==> src/logic/pcs_pkg.sv <==
package pcs_pkg;

  // clock and word sizes
  localparam int CLK_PERIOD_NS = 100;
  localparam int NIB_W = 4;
  localparam int CG_W = 5;
  localparam int FIFO_DEPTH = 16;
  localparam int FIFO_LVL_W = 5;
  localparam int FIFO_PTR_W = 4;

  // code groups with a special meaning
  localparam logic [4:0] CG_IDLE = 5'h1F;
  localparam logic [4:0] CG_J = 5'h18;
  localparam logic [4:0] CG_K = 5'h11;
  localparam logic [4:0] CG_T = 5'h0D;
  localparam logic [4:0] CG_R = 5'h07;
  localparam logic [3:0] NIB_PREAMBLE = 4'h5;

  // scrambler: x^11 + x^9 + 1
  localparam int SCR_W = 11;
  localparam int SCR_TAP_HI = 10;
  localparam int SCR_TAP_LO = 8;
  localparam logic [10:0] SCR_SEED = 11'h7FF;

  // descrambler lock: bits loaded, then idle bits checked
  localparam logic [5:0] SYNC_LOAD_BITS = 6'h0B;
  localparam logic [5:0] SYNC_DONE_BITS = 6'h1F;

  // group boundary counter
  localparam logic [2:0] GRP_LAST = 3'h4;

  typedef enum logic [3:0] {
    TX_IDLE = 4'b0001,
    TX_K    = 4'b0010,
    TX_DATA = 4'b0100,
    TX_R    = 4'b1000
  } tx_state_t;

  typedef enum logic [2:0] {
    RX_HUNT  = 3'b001,
    RX_FRAME = 3'b010,
    RX_END   = 3'b100
  } rx_state_t;

  function automatic logic scr_key(input logic [10:0] s);
    return s[SCR_TAP_HI] ^ s[SCR_TAP_LO];
  endfunction

  function automatic logic [4:0] enc_nibble(input logic [3:0] n);
    case (n)
      4'h0: return 5'h1E;
      4'h1: return 5'h09;
      4'h2: return 5'h14;
      4'h3: return 5'h15;
      4'h4: return 5'h0A;
      4'h5: return 5'h0B;
      4'h6: return 5'h0E;
      4'h7: return 5'h0F;
      4'h8: return 5'h12;
      4'h9: return 5'h13;
      4'hA: return 5'h16;
      4'hB: return 5'h17;
      4'hC: return 5'h1A;
      4'hD: return 5'h1B;
      4'hE: return 5'h1C;
      default: return 5'h1D;
    endcase
  endfunction

  // returns {valid, nibble}
  function automatic logic [4:0] dec_group(input logic [4:0] g);
    case (g)
      5'h1E: return 5'h10;
      5'h09: return 5'h11;
      5'h14: return 5'h12;
      5'h15: return 5'h13;
      5'h0A: return 5'h14;
      5'h0B: return 5'h15;
      5'h0E: return 5'h16;
      5'h0F: return 5'h17;
      5'h12: return 5'h18;
      5'h13: return 5'h19;
      5'h16: return 5'h1A;
      5'h17: return 5'h1B;
      5'h1A: return 5'h1C;
      5'h1B: return 5'h1D;
      5'h1C: return 5'h1E;
      5'h1D: return 5'h1F;
      default: return 5'h00;
    endcase
  endfunction

endpackage

==> src/logic/pcs_coding_path.sv <==
module pcs_coding_path
  import pcs_pkg::*;
(
  // clock and reset
  input wire logic clk,
  input wire logic rst,
  // transmit nibbles from the MAC
  input wire logic [3:0] mac_tx_nibble,
  input wire logic mac_tx_nibble_valid,
  output logic mac_tx_ready,
  // transmit line streams
  output logic line_tx_pos,
  output logic line_tx_neg,
  output logic line_tx_nrzi,
  // receive line levels
  input wire logic line_rx_pos,
  input wire logic line_rx_neg,
  // receive nibbles to the MAC
  output logic [3:0] mac_rx_nibble,
  output logic mac_rx_nibble_strobe,
  output logic mac_rx_frame,
  output logic mac_rx_error,
  output logic rx_scr_locked
);

  typedef struct packed {
    // transmit
    tx_state_t tx_state;
    logic tx_ready;
    // serializer, scrambler and line coding
    logic [4:0] ser_sh;
    logic [2:0] ser_cnt;
    logic [10:0] tx_lfsr;
    logic tx_nrzi;
    logic [1:0] mlt_phase;
    logic tx_pos;
    logic tx_neg;
    // receive
    // line retiming
    logic [1:0] rx_lvl;
    logic rx_nrzi;
    logic rx_nrzi_d;
    logic [4:0] rx_raw;
    // descrambler and its lock
    logic [10:0] rx_lfsr;
    logic rx_locked;
    logic [5:0] sync_cnt;
    // alignment and decoder
    logic [9:0] rx_win;
    rx_state_t rx_state;
    logic [2:0] grp_cnt;
    logic pre_pend;
    logic [3:0] rx_nib;
    logic rx_strobe;
    logic rx_frame;
    logic rx_err;
  } pcs_st_t;

  localparam pcs_st_t ST_RESET = '{
    tx_state: TX_IDLE,
    tx_ready: 1'b0,
    ser_sh: CG_IDLE,
    ser_cnt: GRP_LAST,
    tx_lfsr: SCR_SEED,
    tx_nrzi: 1'b0,
    mlt_phase: 2'h0,
    tx_pos: 1'b0,
    tx_neg: 1'b0,
    rx_lvl: 2'h0,
    rx_nrzi: 1'b0,
    rx_nrzi_d: 1'b0,
    rx_raw: 5'h00,
    rx_lfsr: SCR_SEED,
    rx_locked: 1'b0,
    sync_cnt: 6'h00,
    rx_win: 10'h000,
    rx_state: RX_HUNT,
    grp_cnt: 3'h0,
    pre_pend: 1'b0,
    rx_nib: 4'h0,
    rx_strobe: 1'b0,
    rx_frame: 1'b0,
    rx_err: 1'b0
  };

  pcs_st_t s_reg;
  pcs_st_t s_next;

  // code group fifo between encoder and serializer
  // fill side feeds its own ready back: idle pads every free slot
  logic push_ready;
  logic [4:0] push_data;
  logic pop_valid;
  logic pop_ready;
  logic [4:0] pop_data;
  logic [FIFO_LVL_W-1:0] fifo_level;

  data_fifo #(
    .WIDTH(CG_W),
    .DEPTH(FIFO_DEPTH),
    .LVL_W(FIFO_LVL_W),
    .PTR_W(FIFO_PTR_W)
  ) u_cg_fifo (
    .clk(clk),
    .rst(rst),
    .in_valid(push_ready),
    .in_data(push_data),
    .in_ready(push_ready),
    .out_valid(pop_valid),
    .out_data(pop_data),
    .out_ready(pop_ready),
    .level(fifo_level)
  );

  // next group is taken as the last bit of the current one leaves
  assign pop_ready = s_reg.ser_cnt == 3'h0;

  // one next-state process for both directions

  always_comb begin
    logic take;
    logic tx_bit;
    logic scr_bit;
    logic [FIFO_LVL_W-1:0] lvl_next;
    logic [1:0] lvl_in;
    logic nrz_bit;
    logic dbit;
    logic [9:0] win_next;
    logic [4:0] grp;
    logic [4:0] dec;
    logic grp_due;
    take = 1'b0;
    tx_bit = 1'b0;
    scr_bit = 1'b0;
    lvl_next = '0;
    lvl_in = 2'h0;
    nrz_bit = 1'b0;
    dbit = 1'b0;
    win_next = '0;
    grp = '0;
    dec = '0;
    grp_due = 1'b0;
    s_next = s_reg;
    push_data = CG_IDLE;

    // encoder: a push happens in every cycle the fifo has room
    take = s_reg.tx_ready && mac_tx_nibble_valid;
    case (s_reg.tx_state)
      TX_IDLE: begin
        if (take) begin
          push_data = CG_J;
          s_next.tx_state = TX_K;
        end else begin
          push_data = CG_IDLE;
        end
      end
      TX_K: begin
        // valid low right after J: the frame closes as J, T, R
        if (take) begin
          push_data = CG_K;
          s_next.tx_state = TX_DATA;
        end else if (push_ready) begin
          push_data = CG_T;
          s_next.tx_state = TX_R;
        end
      end
      TX_DATA: begin
        if (take) begin
          push_data = enc_nibble(mac_tx_nibble);
        end else if (push_ready) begin
          push_data = CG_T;
          s_next.tx_state = TX_R;
        end
      end
      TX_R: begin
        push_data = CG_R;
        if (push_ready) begin
          s_next.tx_state = TX_IDLE;
        end
      end
      default: begin
        s_next.tx_state = TX_IDLE;
      end
    endcase

    // ready next cycle: accepting state and room after this cycle
    // ready is a flop, so it looks one cycle ahead at the fill level
    lvl_next = fifo_level;
    if (push_ready) begin
      lvl_next = lvl_next + 1'b1;
    end
    if (pop_ready && pop_valid) begin
      lvl_next = lvl_next - 1'b1;
    end
    s_next.tx_ready = (lvl_next != FIFO_LVL_W'(FIFO_DEPTH)) &&
      (s_next.tx_state != TX_R);

    // serializer, scrambler, NRZI and MLT-3 split
    tx_bit = s_reg.ser_sh[4];
    if (s_reg.ser_cnt == 3'h0) begin
      // empty fifo sends idle rather than stalling the line
      s_next.ser_sh = pop_valid ? pop_data : CG_IDLE;
      s_next.ser_cnt = GRP_LAST;
    end else begin
      s_next.ser_sh = {s_reg.ser_sh[3:0], 1'b0};
      s_next.ser_cnt = s_reg.ser_cnt - 1'b1;
    end
    scr_bit = tx_bit ^ scr_key(s_reg.tx_lfsr);
    s_next.tx_lfsr = {s_reg.tx_lfsr[9:0], scr_key(s_reg.tx_lfsr)};
    s_next.tx_nrzi = s_reg.tx_nrzi ^ scr_bit;
    if (scr_bit) begin
      s_next.mlt_phase = s_reg.mlt_phase + 1'b1;
    end
    // phase 1 drives the positive side, phase 3 the negative
    s_next.tx_pos = s_next.mlt_phase == 2'h1;
    s_next.tx_neg = s_next.mlt_phase == 2'h3;

    // receive: retime, MLT-3 to NRZI, NRZI to NRZ
    lvl_in = {line_rx_pos, line_rx_neg};
    s_next.rx_lvl = lvl_in;
    // any level change between two samples is an NRZI transition
    s_next.rx_nrzi = s_reg.rx_nrzi ^ (lvl_in != s_reg.rx_lvl);
    s_next.rx_nrzi_d = s_reg.rx_nrzi;
    nrz_bit = s_reg.rx_nrzi ^ s_reg.rx_nrzi_d;
    s_next.rx_raw = {s_reg.rx_raw[3:0], nrz_bit};

    // descrambler and its sync on idle
    // idle is all ones, so an inverted line bit is a key bit
    // a failed check before lock reloads the key from the stream
    dbit = s_reg.rx_raw[0] ^ scr_key(s_reg.rx_lfsr);
    if (s_reg.sync_cnt < SYNC_LOAD_BITS) begin
      s_next.rx_lfsr = {s_reg.rx_lfsr[9:0], ~s_reg.rx_raw[0]};
      s_next.sync_cnt = s_reg.sync_cnt + 1'b1;
    end else begin
      s_next.rx_lfsr = {s_reg.rx_lfsr[9:0], scr_key(s_reg.rx_lfsr)};
      if (!s_reg.rx_locked) begin
        if (!dbit) begin
          s_next.sync_cnt = 6'h00;
        end else if (s_reg.sync_cnt == SYNC_DONE_BITS) begin
          s_next.rx_locked = 1'b1;
        end else begin
          s_next.sync_cnt = s_reg.sync_cnt + 1'b1;
        end
      end
    end
    win_next = {s_reg.rx_win[8:0], dbit};
    s_next.rx_win = win_next;

    // alignment and decode
    // boundary counter restarts on J/K so groups stay aligned to it
    // preamble pair: one nibble at detection, the second one after
    s_next.rx_strobe = 1'b0;
    s_next.rx_err = 1'b0;
    s_next.pre_pend = 1'b0;
    if (s_reg.pre_pend) begin
      s_next.rx_nib = NIB_PREAMBLE;
      s_next.rx_strobe = 1'b1;
    end
    grp_due = s_reg.grp_cnt == GRP_LAST;
    s_next.grp_cnt = grp_due ? 3'h0 : s_reg.grp_cnt + 1'b1;
    grp = win_next[4:0];
    dec = dec_group(grp);
    case (s_reg.rx_state)
      RX_HUNT: begin
        if (s_reg.rx_locked && win_next == {CG_J, CG_K}) begin
          s_next.rx_state = RX_FRAME;
          s_next.grp_cnt = 3'h0;
          s_next.rx_frame = 1'b1;
          s_next.rx_nib = NIB_PREAMBLE;
          s_next.rx_strobe = 1'b1;
          s_next.pre_pend = 1'b1;
        end
      end
      RX_FRAME: begin
        if (grp_due) begin
          if (grp == CG_T) begin
            s_next.rx_state = RX_END;
            s_next.rx_frame = 1'b0;
          end else if (grp == CG_IDLE) begin
            // idle inside a frame: the frame was cut, flag and hunt
            s_next.rx_state = RX_HUNT;
            s_next.rx_frame = 1'b0;
            s_next.rx_err = 1'b1;
          end else begin
            s_next.rx_nib = dec[3:0];
            s_next.rx_strobe = 1'b1;
            s_next.rx_err = ~dec[4];
          end
        end
      end
      RX_END: begin
        // anything but R after T is flagged
        if (grp_due) begin
          s_next.rx_state = RX_HUNT;
          s_next.rx_err = grp != CG_R;
        end
      end
      default: begin
        s_next.rx_state = RX_HUNT;
      end
    endcase
  end

  always_ff @(posedge clk or posedge rst) begin
    if (rst) begin
      s_reg <= ST_RESET;
    end else begin
      s_reg <= s_next;
    end
  end

  // outputs straight from the state flops
  assign mac_tx_ready = s_reg.tx_ready;
  assign line_tx_pos = s_reg.tx_pos;
  assign line_tx_neg = s_reg.tx_neg;
  assign line_tx_nrzi = s_reg.tx_nrzi;
  assign mac_rx_nibble = s_reg.rx_nib;
  assign mac_rx_nibble_strobe = s_reg.rx_strobe;
  assign mac_rx_frame = s_reg.rx_frame;
  assign mac_rx_error = s_reg.rx_err;
  assign rx_scr_locked = s_reg.rx_locked;

endmodule

==> src/logic/data_fifo.sv <==
module data_fifo
  import pcs_pkg::*;
#(
  parameter int WIDTH = 5,
  parameter int DEPTH = 16,
  parameter int LVL_W = 5,
  parameter int PTR_W = 4
) (
  // clock and reset
  input wire logic clk,
  input wire logic rst,
  // fill side
  input wire logic in_valid,
  input wire logic [WIDTH-1:0] in_data,
  output logic in_ready,
  // drain side
  output logic out_valid,
  output logic [WIDTH-1:0] out_data,
  input wire logic out_ready,
  // fill level
  output logic [LVL_W-1:0] level
);

  typedef struct packed {
    logic [DEPTH-1:0][WIDTH-1:0] mem;
    logic [PTR_W-1:0] wr;
    logic [PTR_W-1:0] rd;
    logic [LVL_W-1:0] cnt;
  } fifo_st_t;

  fifo_st_t s_reg;
  fifo_st_t s_next;
  logic wr_en;
  logic rd_en;

  assign in_ready = s_reg.cnt != LVL_W'(DEPTH);
  assign out_valid = s_reg.cnt != '0;
  assign out_data = s_reg.mem[s_reg.rd];
  assign level = s_reg.cnt;

  always_comb begin
    s_next = s_reg;
    wr_en = in_valid && in_ready;
    rd_en = out_valid && out_ready;
    if (wr_en) begin
      s_next.mem[s_reg.wr] = in_data;
      s_next.wr = s_reg.wr + 1'b1;
    end
    if (rd_en) begin
      s_next.rd = s_reg.rd + 1'b1;
    end
    if (wr_en && !rd_en) begin
      s_next.cnt = s_reg.cnt + 1'b1;
    end else if (rd_en && !wr_en) begin
      s_next.cnt = s_reg.cnt - 1'b1;
    end
  end

  always_ff @(posedge clk or posedge rst) begin
    if (rst) begin
      s_reg <= '0;
    end else begin
      s_reg <= s_next;
    end
  end

endmodule

==> config.mk <==
export PLATFORM = sky130hd
export DESIGN_NAME = pcs_coding_path
export DESIGN_NICKNAME = d
export VERILOG_FILES = /design/src/logic/pcs_pkg.sv /design/src/logic/pcs_coding_path.sv /design/src/logic/data_fifo.sv
export SDC_FILE = /design/constraint.sdc
export NUM_CORES = 1
export LEC_CHECK = 0
export BUFFER_PORTS_ARGS = -buffer_cell sky130_fd_sc_hd__buf_2
export CORE_ASPECT_RATIO = 1.25
export CORE_UTILIZATION = 55
export DETAILED_ROUTE_END_ITERATION = 10
export PLACE_DENSITY = 0.72
export SETUP_SLACK_MARGIN = 0.05
export SLEW_MARGIN = 5
export SYNTH_ARGS = -nofsm -noshare
export SYNTH_HDL_FRONTEND = slang
export SYNTH_SLANG_ARGS = --single-unit
==> constraint.sdc <==
create_clock -name clk -period 7.1 [get_ports clk]
set_clock_uncertainty 0.05 [all_clocks]
set_input_delay 0.71 -clock clk [delete_from_list [all_inputs] [get_ports clk]]
set_output_delay 0.71 -clock clk [all_outputs]
set_load 0.02 [all_outputs]
==> run summary <==
Layout cell share with drive strength beyond 1 -> 19.3%
Slew Limit Fails -> 0
Wire per inst -> 16.7 um
Max Fclk -> 369 MHz
Synth area leader -> dfrtp_1
Final ANT Viol Nets -> 0
P per Cell Area -> 330 nW/um2
Reg clk slew, reported paths -> 0.06 ns
Max Fanout on Critical Path -> 25
Cell with the most instances after synthesis -> dfrtp_1
Hold Fails Final Rpt -> 0
Total grt overflow -> 0
CP Data Arrival Time -> 3.02 ns
Final WL -> 14,900 um
Drt via density -> 5.76
Post-synthesis sequential area ratio -> 55.7%
Die Wd -> 107 um
Final TNS setup -> 0 ns
Largest net degree at the start of global routing -> 122
Rel. slew slack -> 25.9%
Worst-Skew Late Latency -> 0.43 ns
Router iterations before antenna repair -> 5
Synth Warn # -> 0
CP endpoint kind -> flip-flop
Syn_area_per_cell -> 10.9 um2
Root Buffer -> clkbuf_16
CTS resizes -> 0
Final period util -> 38.2%
Area contributors post-synth -> dfrtp_1, dfstp_2, o21ai_0
Synth-to-Final Area Change -> 10.5%
Vias post-DR -> 5,125
Pleak -> 3.58 nW
Layout Cells excl Fill -> 890
Io pins -> 21
Number of port buffers -> 20
Core Box Area -> 13,400 um2
Slew @ Worst Pin -> 1.10 ns
Initial antenna violation count -> 0
Clk buf depth -> 2
Cells after Synth -> 697
CP Data Required Time -> 7.41 ns
RSZ-0062 raised after global routing -> false
Site Rows -> 47
Setup CP Type -> reg2reg
DRC Markers -> 0
Register area -> 4240 um2
Run status -> completed
Die area -> 14,300 um2
Syn Std Cell Area -> 7620 um2
Asr flop ratio synth -> 100%
FF+latch count, synth -> 168
First-pass GRT wire length -> 25,300 um
Multi-input gate area -> 3090 um2
GRT Resource Usage Total -> 23.0%
Post-CTS setup repair buffer count -> 0
Clock sinks -> 168
Cell Count Post-Placement -> 858
VDD IR-drop max -> 315 uV
CP startpoint kind -> flip-flop
Number of antenna diodes -> 0
Yosys top cell area share -> 45.3%
Hold_buf cts -> 0
Setup violators final -> 0
Number of flip-flops under the largest register name -> 88
Fillers -> 1,047
# Max-Cap Violations -> 0
Detail Placement HPWL -> 9830 um
Count of cell types in the netlist -> 55
Net count after synthesis -> 722
Vert. Die Dim -> 134 um
Tot Pwr -> 2.77 mW
CTS tree -> done
Starting density of the core -> 56.8%
# H-tree levels -> 4
Number of global-route vias before repair -> 5,217
# nets final -> 731
Hold Path Class -> reg2reg
EDFF count, synth -> 0
GP Congestion -> 0.872
Total CTS buffers -> 17
1st-iter DRT viols -> 349
Commonest cells post-synth -> dfrtp_1, nand2_1, o21ai_0
Top_reg_cell synth -> dfrtp_1
Final Critical Period -> 2.71 ns
## worst max-delay path, cell delays in order (launching register included)
cell       delay (ns)
dfrtp_1          0.45
inv_1            0.16
ha_1             0.22
nand4bb_1        0.11
buf_4            0.23
nand2_1          0.14
o21ai_0          0.10
o21ai_1          0.86
mux2_2           0.31
## layout make-up
cell class | instances | share of cell area (%)
Clock buffer | 22 | 5.52
Clock inverter | 10 | 1.98
Inverter | 23 | 1.09
Multi-Input combinational cell | 470 | 36.7
Sequential cell | 168 | 50.4
Tap cell | 171 | 2.54
Timing Repair Buffer | 26 | 1.72
## where the power goes
group          switching [mW]  internal [mW]  total, mW
sequential              0.142           1.18       1.32
clock                   0.371          0.610      0.980
combinational           0.267          0.203      0.470
## kinds of logic (layout without fill, tap and decap cells)
kind of cell | Yosys count | count (layout) | share of synthesized area (%)
buffers and inverters | 59 | 81 | 3.73
AND/OR/NAND/NOR | 231 | 231 | 14.1
XOR/XNOR | 23 | 23 | 2.84
AO/OA/AOI/OAI | 153 | 153 | 11.8
adder cells (fa/ha/maj) | 16 | 16 | 2.63
multiplexers | 47 | 47 | 9.23
flip-flops | 168 | 168 | 55.7
## layout by cell type, fill, tap and decap left out, types with 16 or more instances in the layout
| master | instances |
|---|---|
| a21oi_1 | 29 |
| clkbuf_16 | 17 |
| o21ai_0 | 79 |
| xnor2_1 | 17 |
| nand2_1 | 103 |
| dfstp_2 | 30 |
| dfrtp_1 | 138 |
| mux2_2 | 16 |
| inv_1 | 22 |
| buf_2 | 20 |
| mux4_2 | 17 |
| nor2_1 | 47 |
| ha_1 | 16 |
| nand3_1 | 26 |
## routing by layer
layer / up-vias / global-route usage [%] / wire [um]
li1: 2436 / - / -
met1: 2554 / 28.2 / 6460
met2: 106 / 39.3 / 7640
met3: 29 / 4.50 / 458
met4: 0 / 10.0 / 316
met5: - / 0 / 0
## stage by stage
stage | utilization (%) | setup WS, ns | hold slack (ns) | instance area [um2]
3_3_place_gp | 58.1 | 4.60 | 0.298 | 7780
5_1_grt | 62.8 | 4.18 | 0.308 | 8410
2_1_floorplan | - | 1.84 | 0.295 | 7620
6_report | 62.8 | 4.39 | 0.305 | 8410
4_1_cts | 62.8 | 4.40 | 0.306 | 8410
3_5_place_dp | 58.1 | 4.41 | 0.297 | 7780
## final timing paths
kind / startpoint / endpoint / slack (ns) / cells after the start
worst max-delay path: u_cg_fifo.level[0]$_DFFE_PP0P_ / u_cg_fifo.s_reg[52]$_DFFE_PP0P_ / 4.39 / 8
worst min-delay path: s_reg[37]$_DFF_PP1_ / s_reg[38]$_DFF_PP1_ / 0.30 / 0
worst max register to register: u_cg_fifo.level[0]$_DFFE_PP0P_ / u_cg_fifo.s_reg[52]$_DFFE_PP0P_ / 4.39 / 8
worst min register to register: s_reg[37]$_DFF_PP1_ / s_reg[38]$_DFF_PP1_ / 0.30 / 0
max in group asynchronous: rst / u_cg_fifo.s_reg[10]$_DFFE_PP0P_ / 5.28 / 3
min in group asynchronous: rst / s_reg[47]$_DFF_PP0_ / 0.49 / 2
(Power assumes the default switching activity.)
